--- src/tbrg_defines.vh ---
// Overview of operation
// control bits pick reload, capture, baud, off
// tx clock from other timer or overflows
// rx clock steered likewise, independently
// baud rollover reloads count from reload pair
// serial bit rate is overflow rate / 16
// increment osc/2 in baud, osc/12 otherwise
// rate = osc / (32 x (65536 - reload))
// baud rollover sets no overflow flag, no interrupt
// baud trigger edge sets flag, no reload
// software avoids count bytes during baud mode
// software reads, not writes, reload in baud
// software stops timer before register access
// timer setup control values per mode
// counter setup control values per mode
// trigger edge reloads or captures unless baud; the code skips the reload while dcen_reg is set
// select counts internal clock or count pin
// edge flag shares overflow interrupt request
// pins synchronised, falling edges detected
`ifndef TBRG_DEFINES_VH
`define TBRG_DEFINES_VH
// ====================================================
// register byte addresses
`define TBRG_ADDR_CTRL 4'h0
`define TBRG_ADDR_RELOAD 4'h4
`define TBRG_ADDR_COUNT 4'h8
`define TBRG_ADDR_MODE 4'hc
// ====================================================
// control register fields
`define TBRG_B_CPRL 0
`define TBRG_B_CT 1
`define TBRG_B_RUN 2
`define TBRG_B_EXEN 3
`define TBRG_B_TX_CLOCK_SELECT 4
`define TBRG_B_RCLK 5
`define TBRG_B_EXF 6
`define TBRG_B_TF 7
`define TBRG_CTRL_RESET 8'h00
`define TBRG_COUNT_RESET 16'h0000
// ====================================================
// prescale and bit divide
`define TBRG_STATE_DIV 4'h2
`define TBRG_MACHINE_DIV 4'hc
`define TBRG_BIT_DIV 4'hf
// ====================================================
// axi responses
`define TBRG_RESP_OKAY 2'b00
`define TBRG_RESP_SLVERR 2'b10
`endif

--- src/tbrg_timer.v ---
`timescale 1ns/1ps
`default_nettype none
`include "tbrg_defines.vh"
module tbrg_timer #(
  parameter CW = 16
) (
  input wire aclk,
  input wire aresetn,
  input wire [3:0] s_axi_awaddr,
  input wire s_axi_awvalid,
  output reg s_axi_awready,
  input wire [31:0] s_axi_wdata,
  input wire [3:0] s_axi_wstrb,
  input wire s_axi_wvalid,
  output reg s_axi_wready,
  output reg [1:0] s_axi_bresp,
  output reg s_axi_bvalid,
  input wire s_axi_bready,
  input wire [3:0] s_axi_araddr,
  input wire s_axi_arvalid,
  output reg s_axi_arready,
  output reg [31:0] s_axi_rdata,
  output reg [1:0] s_axi_rresp,
  output reg s_axi_rvalid,
  input wire s_axi_rready,
  input wire count_input_pin,
  input wire trigger_pin,
  input wire other_timer_tick,
  output reg tx_bit_tick,
  output reg rx_bit_tick,
  output reg timer_irq
);
  // ====================================================
  // registers
  reg [7:0] ctrl_reg;
  reg dcen_reg;
  reg [CW-1:0] reload_reg;
  reg [CW-1:0] count_reg;
  reg [3:0] pre_reg;
  reg [3:0] txdiv_reg;
  reg [3:0] rxdiv_reg;
  reg [2:0] cnt_sync_reg;
  reg [2:0] trg_sync_reg;
  reg [31:0] wdata_reg;
  reg [3:0] awaddr_reg;
  reg aw_have_reg;
  reg w_have_reg;

  wire timer_run = ctrl_reg[`TBRG_B_RUN];
  wire ext_trigger_enable = ctrl_reg[`TBRG_B_EXEN];
  wire tx_clock_select = ctrl_reg[`TBRG_B_TX_CLOCK_SELECT];
  wire rx_clock_select = ctrl_reg[`TBRG_B_RCLK];
  wire capture_reload_select = ctrl_reg[`TBRG_B_CPRL];
  wire timer_counter_select = ctrl_reg[`TBRG_B_CT];
  wire baud_mode = tx_clock_select | rx_clock_select;

  // ====================================================
  // pin synchronisers and falling edges
  always @(posedge aclk) begin
    if (!aresetn) begin
      cnt_sync_reg <= 3'h7;
      trg_sync_reg <= 3'h7;
    end else begin
      cnt_sync_reg <= {cnt_sync_reg[1:0], count_input_pin};
      trg_sync_reg <= {trg_sync_reg[1:0], trigger_pin};
    end
  end
  // edge detect reads only stages 1 and 2, never stage 0
  wire cnt_fall = cnt_sync_reg[2] & ~cnt_sync_reg[1];
  wire trg_fall = trg_sync_reg[2] & ~trg_sync_reg[1];
  wire trg_level = trg_sync_reg[1];

  // ====================================================
  // prescaler: aclk stands in for the oscillator
  wire [3:0] pre_div = baud_mode ? `TBRG_STATE_DIV : `TBRG_MACHINE_DIV;
  wire pre_tick = (pre_reg >= pre_div - 4'h1);
  always @(posedge aclk) begin
    if (!aresetn || !timer_run)
      pre_reg <= 4'h0;
    else if (pre_tick)
      pre_reg <= 4'h0;
    else
      pre_reg <= pre_reg + 4'h1;
  end
  wire inc = timer_run & (timer_counter_select ? cnt_fall : pre_tick);
  wire down = dcen_reg & ~trg_level & ~baud_mode & ~capture_reload_select;
  wire at_top = (count_reg == {CW{1'b1}});
  wire under = down & (count_reg == reload_reg);
  wire roll = inc & (down ? under : at_top);
  wire ext_evt = ext_trigger_enable & trg_fall;

  // ====================================================
  // axi write channel
  reg [3:0] wstrb_reg;
  wire wstrb_r0 = wstrb_reg[0];
  wire do_write = aw_have_reg & w_have_reg & ~s_axi_bvalid;
  wire wr_ctrl = do_write && awaddr_reg == `TBRG_ADDR_CTRL && wstrb_r0;
  wire wr_rel = do_write && awaddr_reg == `TBRG_ADDR_RELOAD;
  wire wr_cnt = do_write && awaddr_reg == `TBRG_ADDR_COUNT;
  wire wr_mode = do_write && awaddr_reg == `TBRG_ADDR_MODE && wstrb_r0;

  function [7:0] merge_byte;
    input [7:0] old;
    input [7:0] nw;
    input en;
    begin
      merge_byte = en ? nw : old;
    end
  endfunction

  always @(posedge aclk) begin
    if (!aresetn) begin
      s_axi_awready <= 1'b0;
      s_axi_wready <= 1'b0;
      s_axi_bvalid <= 1'b0;
      s_axi_bresp <= `TBRG_RESP_OKAY;
      aw_have_reg <= 1'b0;
      w_have_reg <= 1'b0;
      awaddr_reg <= 4'h0;
      wdata_reg <= 32'h0;
      wstrb_reg <= 4'h0;
    end else begin
      s_axi_awready <= ~aw_have_reg & ~s_axi_awready & s_axi_awvalid;
      s_axi_wready <= ~w_have_reg & ~s_axi_wready & s_axi_wvalid;
      if (s_axi_awvalid & s_axi_awready) begin
        aw_have_reg <= 1'b1;
        awaddr_reg <= s_axi_awaddr;
      end
      if (s_axi_wvalid & s_axi_wready) begin
        w_have_reg <= 1'b1;
        wdata_reg <= s_axi_wdata;
        wstrb_reg <= s_axi_wstrb;
      end
      if (do_write) begin
        aw_have_reg <= 1'b0;
        w_have_reg <= 1'b0;
        s_axi_bvalid <= 1'b1;
        s_axi_bresp <= (awaddr_reg[1:0] != 2'b00) ? `TBRG_RESP_SLVERR : `TBRG_RESP_OKAY;
      end else if (s_axi_bvalid & s_axi_bready)
        s_axi_bvalid <= 1'b0;
    end
  end

  // ====================================================
  // control, reload, counter
  // hardware sets of the flags win over a software clear
  always @(posedge aclk) begin
    if (!aresetn) begin
      ctrl_reg <= `TBRG_CTRL_RESET;
      dcen_reg <= 1'b0;
      reload_reg <= `TBRG_COUNT_RESET;
      count_reg <= `TBRG_COUNT_RESET;
    end else begin
      if (wr_ctrl)
        ctrl_reg <= wdata_reg[7:0];
      if (wr_mode)
        dcen_reg <= wdata_reg[0];
      // software writes reload while running in baud mode at its own risk
      if (wr_rel) begin
        reload_reg[7:0] <= merge_byte(reload_reg[7:0], wdata_reg[7:0], wstrb_reg[0]);
        reload_reg[15:8] <= merge_byte(reload_reg[15:8], wdata_reg[15:8], wstrb_reg[1]);
      end
      if (roll && !baud_mode)
        ctrl_reg[`TBRG_B_TF] <= 1'b1;
      if (ext_evt)
        ctrl_reg[`TBRG_B_EXF] <= 1'b1;
      else if (roll && dcen_reg && !baud_mode && !capture_reload_select)
        ctrl_reg[`TBRG_B_EXF] <= ~ctrl_reg[`TBRG_B_EXF];
      if (wr_cnt) begin
        count_reg[7:0] <= merge_byte(count_reg[7:0], wdata_reg[7:0], wstrb_reg[0]);
        count_reg[15:8] <= merge_byte(count_reg[15:8], wdata_reg[15:8], wstrb_reg[1]);
      end else if (roll && under)
        count_reg <= {CW{1'b1}};
      else if (roll && (baud_mode || !capture_reload_select))
        count_reg <= reload_reg;
      else if (!baud_mode && !capture_reload_select && ext_evt && !down)
        count_reg <= reload_reg;
      else if (inc)
        count_reg <= down ? count_reg - 16'h0001 : count_reg + 16'h0001;
      if (!baud_mode && capture_reload_select && ext_evt && !wr_rel)
        reload_reg <= count_reg;
    end
  end

  // ====================================================
  // serial bit clocks: one pulse per sixteen source pulses, overflows or other timer ticks
  wire tx_src = tx_clock_select ? (roll & baud_mode) : other_timer_tick;
  wire rx_src = rx_clock_select ? (roll & baud_mode) : other_timer_tick;
  always @(posedge aclk) begin
    if (!aresetn) begin
      txdiv_reg <= 4'h0;
      rxdiv_reg <= 4'h0;
      tx_bit_tick <= 1'b0;
      rx_bit_tick <= 1'b0;
      timer_irq <= 1'b0;
    end else begin
      if (tx_src)
        txdiv_reg <= txdiv_reg + 4'h1;
      if (rx_src)
        rxdiv_reg <= rxdiv_reg + 4'h1;
      tx_bit_tick <= tx_src && txdiv_reg == `TBRG_BIT_DIV;
      rx_bit_tick <= rx_src && rxdiv_reg == `TBRG_BIT_DIV;
      timer_irq <= ctrl_reg[`TBRG_B_TF] | ctrl_reg[`TBRG_B_EXF];
    end
  end

  // ====================================================
  // axi read channel
  always @(posedge aclk) begin
    if (!aresetn) begin
      s_axi_arready <= 1'b0;
      s_axi_rvalid <= 1'b0;
      s_axi_rdata <= 32'h0;
      s_axi_rresp <= `TBRG_RESP_OKAY;
    end else begin
      s_axi_arready <= ~s_axi_arready & ~s_axi_rvalid & s_axi_arvalid;
      if (s_axi_arvalid & s_axi_arready) begin
        s_axi_rvalid <= 1'b1;
        s_axi_rresp <= `TBRG_RESP_OKAY;
        case (s_axi_araddr)
          `TBRG_ADDR_CTRL: s_axi_rdata <= {24'h0, ctrl_reg};
          `TBRG_ADDR_RELOAD: s_axi_rdata <= {16'h0, reload_reg};
          `TBRG_ADDR_COUNT: s_axi_rdata <= {16'h0, count_reg};
          `TBRG_ADDR_MODE: s_axi_rdata <= {31'h0, dcen_reg};
          default: begin
            s_axi_rdata <= 32'h0;
            s_axi_rresp <= `TBRG_RESP_SLVERR;
          end
        endcase
      end else if (s_axi_rvalid & s_axi_rready)
        s_axi_rvalid <= 1'b0;
    end
  end
endmodule
`default_nettype wire

--- config.mk ---
export PLATFORM = sky130hd
export DESIGN_NAME = tbrg_timer
export DESIGN_NICKNAME = d
export VERILOG_FILES = /design/src/tbrg_timer.v
export VERILOG_INCLUDE_DIRS = /design/src
export SDC_FILE = /design/constraint.sdc
export NUM_CORES = 1
export LEC_CHECK = 0
export BUFFER_PORTS_ARGS = -buffer_cell sky130_fd_sc_hd__buf_2
export CORE_ASPECT_RATIO = 0.6
export CORE_MARGIN = 5
export CORE_UTILIZATION = 33
export CTS_BUF_LIST = sky130_fd_sc_hd__clkbuf_16
export DETAILED_ROUTE_END_ITERATION = 16
export GPL_ROUTABILITY_DRIVEN = 0
export SLEW_MARGIN = 25
export SYNTH_ARGS = -nofsm -noshare
export SYNTH_HDL_FRONTEND = slang
export SYNTH_SLANG_ARGS = --single-unit
--- constraint.sdc ---
create_clock -name aclk -period 2.95 [get_ports aclk]
set_input_delay 0.59 -clock aclk [delete_from_list [all_inputs] [get_ports aclk]]
set_output_delay 0.59 -clock aclk [all_outputs]
set_load 0.1 [all_outputs]
Word level (Yosys, flattened, before mapping)
Cells that the tools add are included.
Cells by class
  equality and inequality tests: 12
  $lt $le $gt $ge: 1
  reductions and logical operators: 46
  add/sub/neg operators: 6
  bitwise gates (word level): 38
  mux-type cells: 26
Operators by type and width (count)
  $mux 16: 8
  $pmux 16 s4: 1
  $eq 4x4->1 const B: 6
  $mux 8: 3
  $and 1x1->1: 23
  $logic_and 1x1->1: 20
  $add 16x1->16 const B: 1
  $eq 16x16->1: 1
  $eq 16x16->1 const B: 1
  $sub 16x1->16 const B: 1
  $reduce_bool 2->1: 7
  $not 1->1: 13
  $add 4x1->4 const B: 3
  $mux 1: 11
  $eq 4x3->1 const B: 2
  $logic_not 4->1: 2
  $reduce_and 2->1: 4
  $logic_not 1->1: 6
  $reduce_bool 5->1: 1
  $ge 4x4->1: 1
  $mux 2: 2
  $mux 4: 1
  $ne 2x2->1 const B: 2
  $reduce_or 2->1: 2
  5 further kinds: 7
Storage, ports and cells
  input port bits: 54
  output and inout port bits: 44
  logic and storage cells: 158
  register bits after elaboration: 127

Logic depth before layout (Yosys ltp)
Gate-level depths: netlist of run 1.
  depth in word-level cells: 12
  gate-level depth with buffers: 13
  mapped depth without buffers: 12

Worst setup path before layout of run 1
No wires, ideal clock.
  kind: register to register
  start point: register dcen_reg
  end point: register count_reg[15]
  cell stages (with the launch flop): 14
  arrival: 2.953 ns
  path buffers: 1
  setup slack: -0.115 ns
  setup time: 0.112 ns
  clock period less this slack: 3.065 ns
  required time: 2.838 ns
  cells stage by stage: dfxtp_1 > nand2b_1 > or4_1 > buf_6 > clkinv_4 > ha_1 > a21oi_1 > o21ai_0 > or3_1 > o211ai_1 > nand2_1 > a311oi_1 > mux2i_1 > a2111oi_1
Between the ends
  longest elaborated chain between the ends: 10
  elaborated cells between the ends (all ways): 18
  classes of those cells: 7 x mux; 5 x bitwise; 6 x reduce/logical
RTL lines
  start, declared: line tbrg_timer.v:36  | reg dcen_reg;
  start signal, assigned: line tbrg_timer.v:157  | dcen_reg <= wdata_reg[0];
  $and 1x1->1 (*) (3 in series): line tbrg_timer.v:86  | wire down = dcen_reg & ~trg_level & ~baud_mode & ~capture_reload_select;
  $and 1x1->1: line tbrg_timer.v:88  | wire under = down & (count_reg == reload_reg);
  $mux 1: line tbrg_timer.v:89  | wire roll = inc & (down ? under : at_top);
  $and 1x1->1: line tbrg_timer.v:89
  $logic_and 1x1->1: line tbrg_timer.v:174  | else if (roll && (baud_mode || !capture_reload_select))
  $mux 16: line tbrg_timer.v:174
  $mux 16: line tbrg_timer.v:172  | end else if (roll && under)
  $mux 16: line tbrg_timer.v:169  | if (wr_cnt) begin
  end signal, assigned: line tbrg_timer.v:171  | count_reg[15:8] <= merge_byte(count_reg[15:8], wdata_reg[15:8], wstrb_reg[1]);
  end signal, assigned: line tbrg_timer.v:173  | count_reg <= {CW{1'b1}};
  end signal, assigned: line tbrg_timer.v:175  | count_reg <= reload_reg;
  end, declared: line tbrg_timer.v:38  | reg [CW-1:0] count_reg;
Mark *: on every way between the ends. The rest lies on a longest branch, timed or not. The select of a mux whose other input is x is not followed.
A chain may end at the register's enable or synchronous reset.

Worst setup path in the final report of run 1
  start point: register trg_sync_reg[1]
  end point: register count_reg[8]
Between the ends
  longest elaborated chain between the ends: 11
  elaborated cells between the ends (all ways): 22
  classes of those cells: 7 x mux; 8 x bitwise; 7 x reduce/logical
RTL lines
  start, declared: line tbrg_timer.v:43  | reg [2:0] trg_sync_reg;
  start signal, assigned: line tbrg_timer.v:65  | trg_sync_reg <= {trg_sync_reg[1:0], trigger_pin};
  $not 1->1 (*): line tbrg_timer.v:70, tbrg_timer.v:86
  $and 1x1->1 (3 in series): line tbrg_timer.v:86
  $and 1x1->1: line tbrg_timer.v:88
  $mux 1: line tbrg_timer.v:89
  $and 1x1->1: line tbrg_timer.v:89
  $logic_and 1x1->1: line tbrg_timer.v:174
  $mux 16: line tbrg_timer.v:174
  $mux 16: line tbrg_timer.v:172
  $mux 16: line tbrg_timer.v:169
Marks and branches as above.

==> flow_summary.yaml, run 1 <==
global_route:
  grt_pass1_wl_um: 28880
  grtUsageMet1: 0.3073
  antenna_found_initial: 0
  busiest_layer: "met1"
  grt_usage: 0.1831
  use_met2: 0.2124
  grt.overflow.total: 0
  grt_max_degree: 82
  grt_use_met3: 0.06719
  grt_pass1_vias: 5138
synth:
  synth_edf_count: 0
  avgSynthCellArea_sq_um: 8.207
  synth_xor_xnor_area_share: 0.04640
  syn_area_sq_mm: 0.005663
  muxShareOfSynthArea: 0.03557
  synth-simple-area-share: 0.2123
  synth_top_family_by_area: "compound AO/OA/AOI/OAI gates"
  ys_warn_count: 0
  synth_cell_types: 61
  synth_fa_ha_area_frac: 0.04551
  syn_inst: 690
  synth_compound_area_frac: 0.2174
  ys.flop_type: "dfxtp_1"
  synth-seq-cells: 109
  synthArstFlopShare: 0
  seq_area_frac_synth: 0.3853
finish:
  synthToLayoutAreaGrowth_pct: 27.04
  final_common_cell: "nand2_1"
  fin_area_sq_mm: 0.007194
  postLayoutCoreUtil: 0.4234
  final_cell_mix: "nand2_1 (111), dfxtp_1 (107), a21oi_1 (93)"
  drive_above_1_share: 0.2589
  n_antenna_cell: 0
  fin_nets: 880
run_status:
  violations: "setup timing"
  outcome: "finished with violations"
sta:
  drv_slew: 0
  setup_tns_ps: -332.9
  hold_ws_ps: 409.3
  relSlewSlack: 0.4089
  fmax_ghz: 0.3233
  fin_crit_ps: 3093
  hold_viol: 0
  min_period_over_period: 1.049
  setup_viol: 3
  fin_skew_ps: 9.714
  worst_pin_slew_ps: 886.6
  rsz0062_at_grt: "true"
  setup_ws_ps: -143.1
hold_path:
  holdCritPathClass: "in -> reg"
  holdPathStages: 2
routing:
  drc: 0
  detail-route-antenna-nets: 0
  routed_via_density: 5.307
  wl_per_cell_um: 17.96
  wl_um: 18770
  drt-initial-drc-count: 617
  routed-via-count: 5546
  drt_first_pass_iters: 5
placed_design:
  place_ws_ps: -357.1
  dp_hpwl_um: 13600
  place_area_sq_mm: 0.006596
  io_buffers: 61
worst_setup_path:
  rr_worst_depth: 13
  cp.required_ps: 3190
  cp.arrival_ps: 3340
  cp_max_fo: 6
  worst-setup-path-type: "reg -> reg"
  startpoint_type: "flop"
  cp-end-kind: "flop"
clock_tree:
  clk_pin_slew_ps: 80
  hold_buffers: 0
  h-tree-depth: 3
  cts_tree: "built"
  cts_buffer_depth: 2
  worstSkewPairLatency_ps: 360
  numCtsBuffers: 9
  cts.sinks: 109
  cts_root_buf: "clkbuf_16"
floorplanning:
  rows: 37
  die_x_um: 179.1
  start_util: 0.3333
  die_h_um: 111.5
  core_area_sq_mm: 0.01699
  die-area_sq_mm: 0.01997
  io_pins: 98
power:
  powerDensity_mw_per_mm2: 420.3
  power.leakage_nw: 2.966
  irDropWorstVdd_v: 0.0002417
flow_run:
  maxCapViolations: 0
-- final cells by class --
class	instances	area [sq um]
clock buffers	9	225.2
clock inverters	7	75.07
fillers	1735	9796
inverters	10	50.05
multi-input cells	542	3483
flip-flops and latches	109	2185
well taps	234	292.8
repair buffers	133	874.6
repair inverters	1	8.758
-- cells in the mapped netlist, types with 2 or more instances --
cell type,instances,share of area
or3_1,6,0.0066
a21o_1,5,0.0066
nand2b_1,13,0.014
a31oi_1,4,0.0044
a21bo_2,2,0.0035
buf_6,3,0.0060
mux2_1,3,0.0060
nor3b_1,6,0.0080
o211ai_1,2,0.0027
a311oi_1,3,0.0046
nor3_1,11,0.0097
o31ai_1,5,0.0066
nor2b_1,2,0.0022
a21oi_1,100,0.088
nand2_1,113,0.075
nor2_1,56,0.037
nand4_1,10,0.011
o31a_1,2,0.0031
o21a_1,4,0.0053
nor4b_1,2,0.0031
clkbuf_1,22,0.015
inv_1,8,0.0053
and2_1,3,0.0033
mux2_2,6,0.012
o21ai_0,14,0.012
a22oi_1,32,0.042
nor4_1,5,0.0055
ha_1,19,0.042
a211oi_1,5,0.0066
xnor2_1,12,0.019
nand3b_1,4,0.0053
dfxtp_1,109,0.39
buf_1,2,0.0013
buf_4,18,0.024
and3_1,3,0.0033
o221ai_1,12,0.019
mux2i_1,10,0.018
a2111oi_0,2,0.0031
xor2_1,18,0.028
nand3_1,13,0.011
-- cells by family after synthesis --
kind of cell | Yosys count
muxes | 19
xor gates and xnor gates | 30
buffers and inverters | 57
and+or+nand+nor | 256
AOI/OAI and AO/OA | 198
other | 1
adders and majority gates | 20
DFF | 109
-- worst max-delay path, stage by stage, from the launching register on --
cell and delay (ps):
dfxtp_2 330, nand2b_4 140, or4_4 550, clkinv_8 110
ha_1 250, a21o_1 190, a211oi_2 260, nor2_2 80
o31ai_2 180, buf_4 170, nor2b_4 140, xnor2_1 120
mux2i_1 90, a2111oi_0 370
-- where the power goes --
part | switching [W] | internal (W)
logic | 0.000206 | 0.0000510
clock network | 0.000638 | 0.000606
registers | 0.0000283 | 0.00149
-- worst paths after layout --
kind / endpoint / slack, ps / startpoint
worst max-delay path: count_reg[8]$_SDFFE_PN0P_ / -140 / trg_sync_reg[1]$_SDFF_PN1_
worst min register to register: cnt_sync_reg[1]$_SDFF_PN1_ / 410 / cnt_sync_reg[0]$_SDFF_PN1_
worst min-delay path: cnt_sync_reg[0]$_SDFF_PN1_ / 410 / count_input_pin
worst max register to register: count_reg[8]$_SDFFE_PN0P_ / -140 / trg_sync_reg[1]$_SDFF_PN1_
-- timing repair --
item,CTS,global route
gates resized for setup,16,37
endpoints found under the setup margin,8,14
setup buffers,5,4
gates cloned,1,1
pin swaps,8,13
-- metrics by stage --
step	std cells	total power, W
detailed placement	1018	0.001811
global placement	1018	0.001808
floorplan	707	0.001763
CTS	1040	0.003044
finish	1045	0.003024
global route	1045	0.003135
-- routing by layer --
metal | wire length, um | share of wire | up-vias
met2 | 6754 | 0.36 | 249
met1 | 9639 | 0.51 | 2598
met3 | 2233 | 0.12 | 17
li1 | - | - | 2682
met5 | 0 | 0 | -
met4 | 140 | 0.0075 | 0
(Power assumes the default switching activity.)
==> run 2: changes to the inputs <==
Settings changed: CORE_ASPECT_RATIO 0.6 to default.
==> run 2 against run 1 <==
  * The flow now finishes without violations
  * Final cell count is 3.1% lower
  * Design area fell by 2.4%
  * Sequential cell count is the same
  * Critical endpoint is now count_reg[15]$_SDFFE_PN0P_
  * Largest cell class unchanged
==> flow_summary.yaml, run 2 (same netlist as run 1, synthesis figures left out) <==
clock_tree:
  cts_tree: "built"
  h-tree-depth: 3
  clk_pin_slew_ps: 80
  worstSkewPairLatency_ps: 350
  numCtsBuffers: 9
  cts_buffer_depth: 2
  cts.sinks: 109
  hold_buffers: 0
  cts_root_buf: "clkbuf_16"
global_route:
  antenna_found_initial: 0
  grt.overflow.total: 0
  grt_pass1_wl_um: 26210
  grt_max_degree: 61
  grt_pass1_vias: 4997
  grt_usage: 0.1628
floorplanning:
  start_util: 0.3391
  io_pins: 98
  rows: 47
  die-area_sq_mm: 0.01988
  die_h_um: 141.0
  core_area_sq_mm: 0.01670
  die_x_um: 141.0
worst_setup_path:
  cp.arrival_ps: 3180
  cp.required_ps: 3200
  r2r-end: "count_reg[15]$_SDFFE_PN0P_"
  rrSetupSlack_ps: 20
  cp_top_family: "simple AND/OR/NAND/NOR gates"
  r2r_start: "trg_sync_reg[1]$_SDFF_PN1_"
  cp_num_buf_inv: 1
  worst-setup-path-type: "reg -> reg"
  cp_slowest_cell: "or4_4"
  startpoint_type: "flop"
  rr_worst_depth: 12
  path_cells: "nand2b_4 > or4_4 > clkinv_8 > ha_4 > a21oi_2 > o21ai_2 > or3_4 > o211ai_1 > nand2_1 > a311oi_2 > mux2i_1 > a2111oi_2"
  cp-end-kind: "flop"
  cp_max_fo: 5
  slowest_delay_ps: 500
hold_path:
  holdCritPathClass: "reg -> reg"
  holdCritStartpoint: "trg_sync_reg[0]$_SDFF_PN1_"
  hold_end: "trg_sync_reg[1]$_SDFF_PN1_"
  holdPathStages: 1
sta:
  relSlewSlack: 0.5147
  drv_slew: 0
  setup_viol: 0
  hold_viol: 0
  setup_tns_ps: 0
  fmax_ghz: 0.3411
  rsz0062_at_grt: "true"
  fin_crit_ps: 2932
  fin_skew_ps: 9.786
  min_period_over_period: 0.9939
  worst_pin_slew_ps: 728.0
finish:
  drive_above_1_share: 0.2320
  n_antenna_cell: 0
  fin_cells: 1013
  fin_nets: 863
  synthToLayoutAreaGrowth_pct: 23.95
  final_cell_mix: "nand2_1 (112), dfxtp_1 (106), a21oi_1 (95)"
  final_common_cell: "nand2_1"
  postLayoutCoreUtil: 0.4203
routing:
  drt_first_pass_iters: 5
  drt-initial-drc-count: 368
  detail-route-antenna-nets: 0
  topRoutingLayerUsed: "met4"
  wl_met3_um: 1021
  routed_via_density: 5.209
  wl_per_cell_um: 16.20
  drc: 0
  wl_um: 16410
  dr_wl_met2_um: 7759
  routed-via-count: 5277
  met1Wirelength_um: 7381
power:
  irDropWorstVdd_v: 0.0002651
  power.leakage_nw: 2.868
  powerDensity_mw_per_mm2: 432.7
placed_design:
  dp.cells: 994
  io_buffers: 61
  dp_hpwl_um: 12130
run_status:
  outcome: "complete, no violations"
flow_run:
  maxCapViolations: 0
run 2: worst max-delay path by stage:
stage | startpoint | end | depth (start not counted)
3_3_place_gp | trg_sync_reg[1]$_SDFF_PN1_ | count_reg[8]$_SDFFE_PN0P_ | 13
3_5_place_dp | trg_sync_reg[1]$_SDFF_PN1_ | count_reg[8]$_SDFFE_PN0P_ | 13
4_1_cts | trg_sync_reg[1]$_SDFF_PN1_ | count_reg[8]$_SDFFE_PN0P_ | 13
2_1_floorplan | ctrl_reg[4]$_SDFFE_PN0P_ | count_reg[15]$_SDFFE_PN0P_ | 12
6_report | trg_sync_reg[1]$_SDFF_PN1_ | count_reg[15]$_SDFFE_PN0P_ | 12
5_1_grt | trg_sync_reg[1]$_SDFF_PN1_ | count_reg[8]$_SDFFE_PN0P_ | 13
run 2: per-stage QoR:
step           setup slack [ps]  area [sq um]  hold WS, ps  total power [W]
3_3_place_gp             -199.6          6504        389.9         0.001806
5_1_grt                  -157.3          7019        414.1         0.003145
2_1_floorplan             13.14          5779        386.3         0.001763
3_5_place_dp             -260.7          6504        391.7         0.001808
6_report                  18.03          7019        408.3         0.003037
4_1_cts                  -83.91          6890        405.4         0.003065
run 2: layer usage:
layer  vias up  track usage
met5         -            0
met2       138       0.2722
met3        20      0.03251
met1      2486       0.2163
li1       2633            -
met4         0      0.03978
run 2: power breakdown:
group / leakage, nW / internal (W) / total [W] / switching (W)
registers: 0.883 / 0.00149 / 0.00152 / 0.0000251
clock network: 0.151 / 0.000674 / 0.00126 / 0.000590
logic: 1.83 / 0.0000510 / 0.000254 / 0.000203
run 2: area by class of cell:
cell class | count | area (sq um)
fill | 1736 | 9682
inverter | 10 | 50.05
clock buffer | 9 | 225.2
sequential | 109 | 2186
clock inverter | 6 | 83.83
timing repair inverter | 1 | 8.758
multi-input combinational | 542 | 3456
tap | 220 | 275.3
timing repair buffer | 116 | 734.5
run 2: repair_timing:
item                       4_1_cts  5_1_grt
setup endpoints to repair        9       13
pin swaps                       16       17
gates cloned                     1        1
resized for setup               16       26
buffers inserted                 0        2
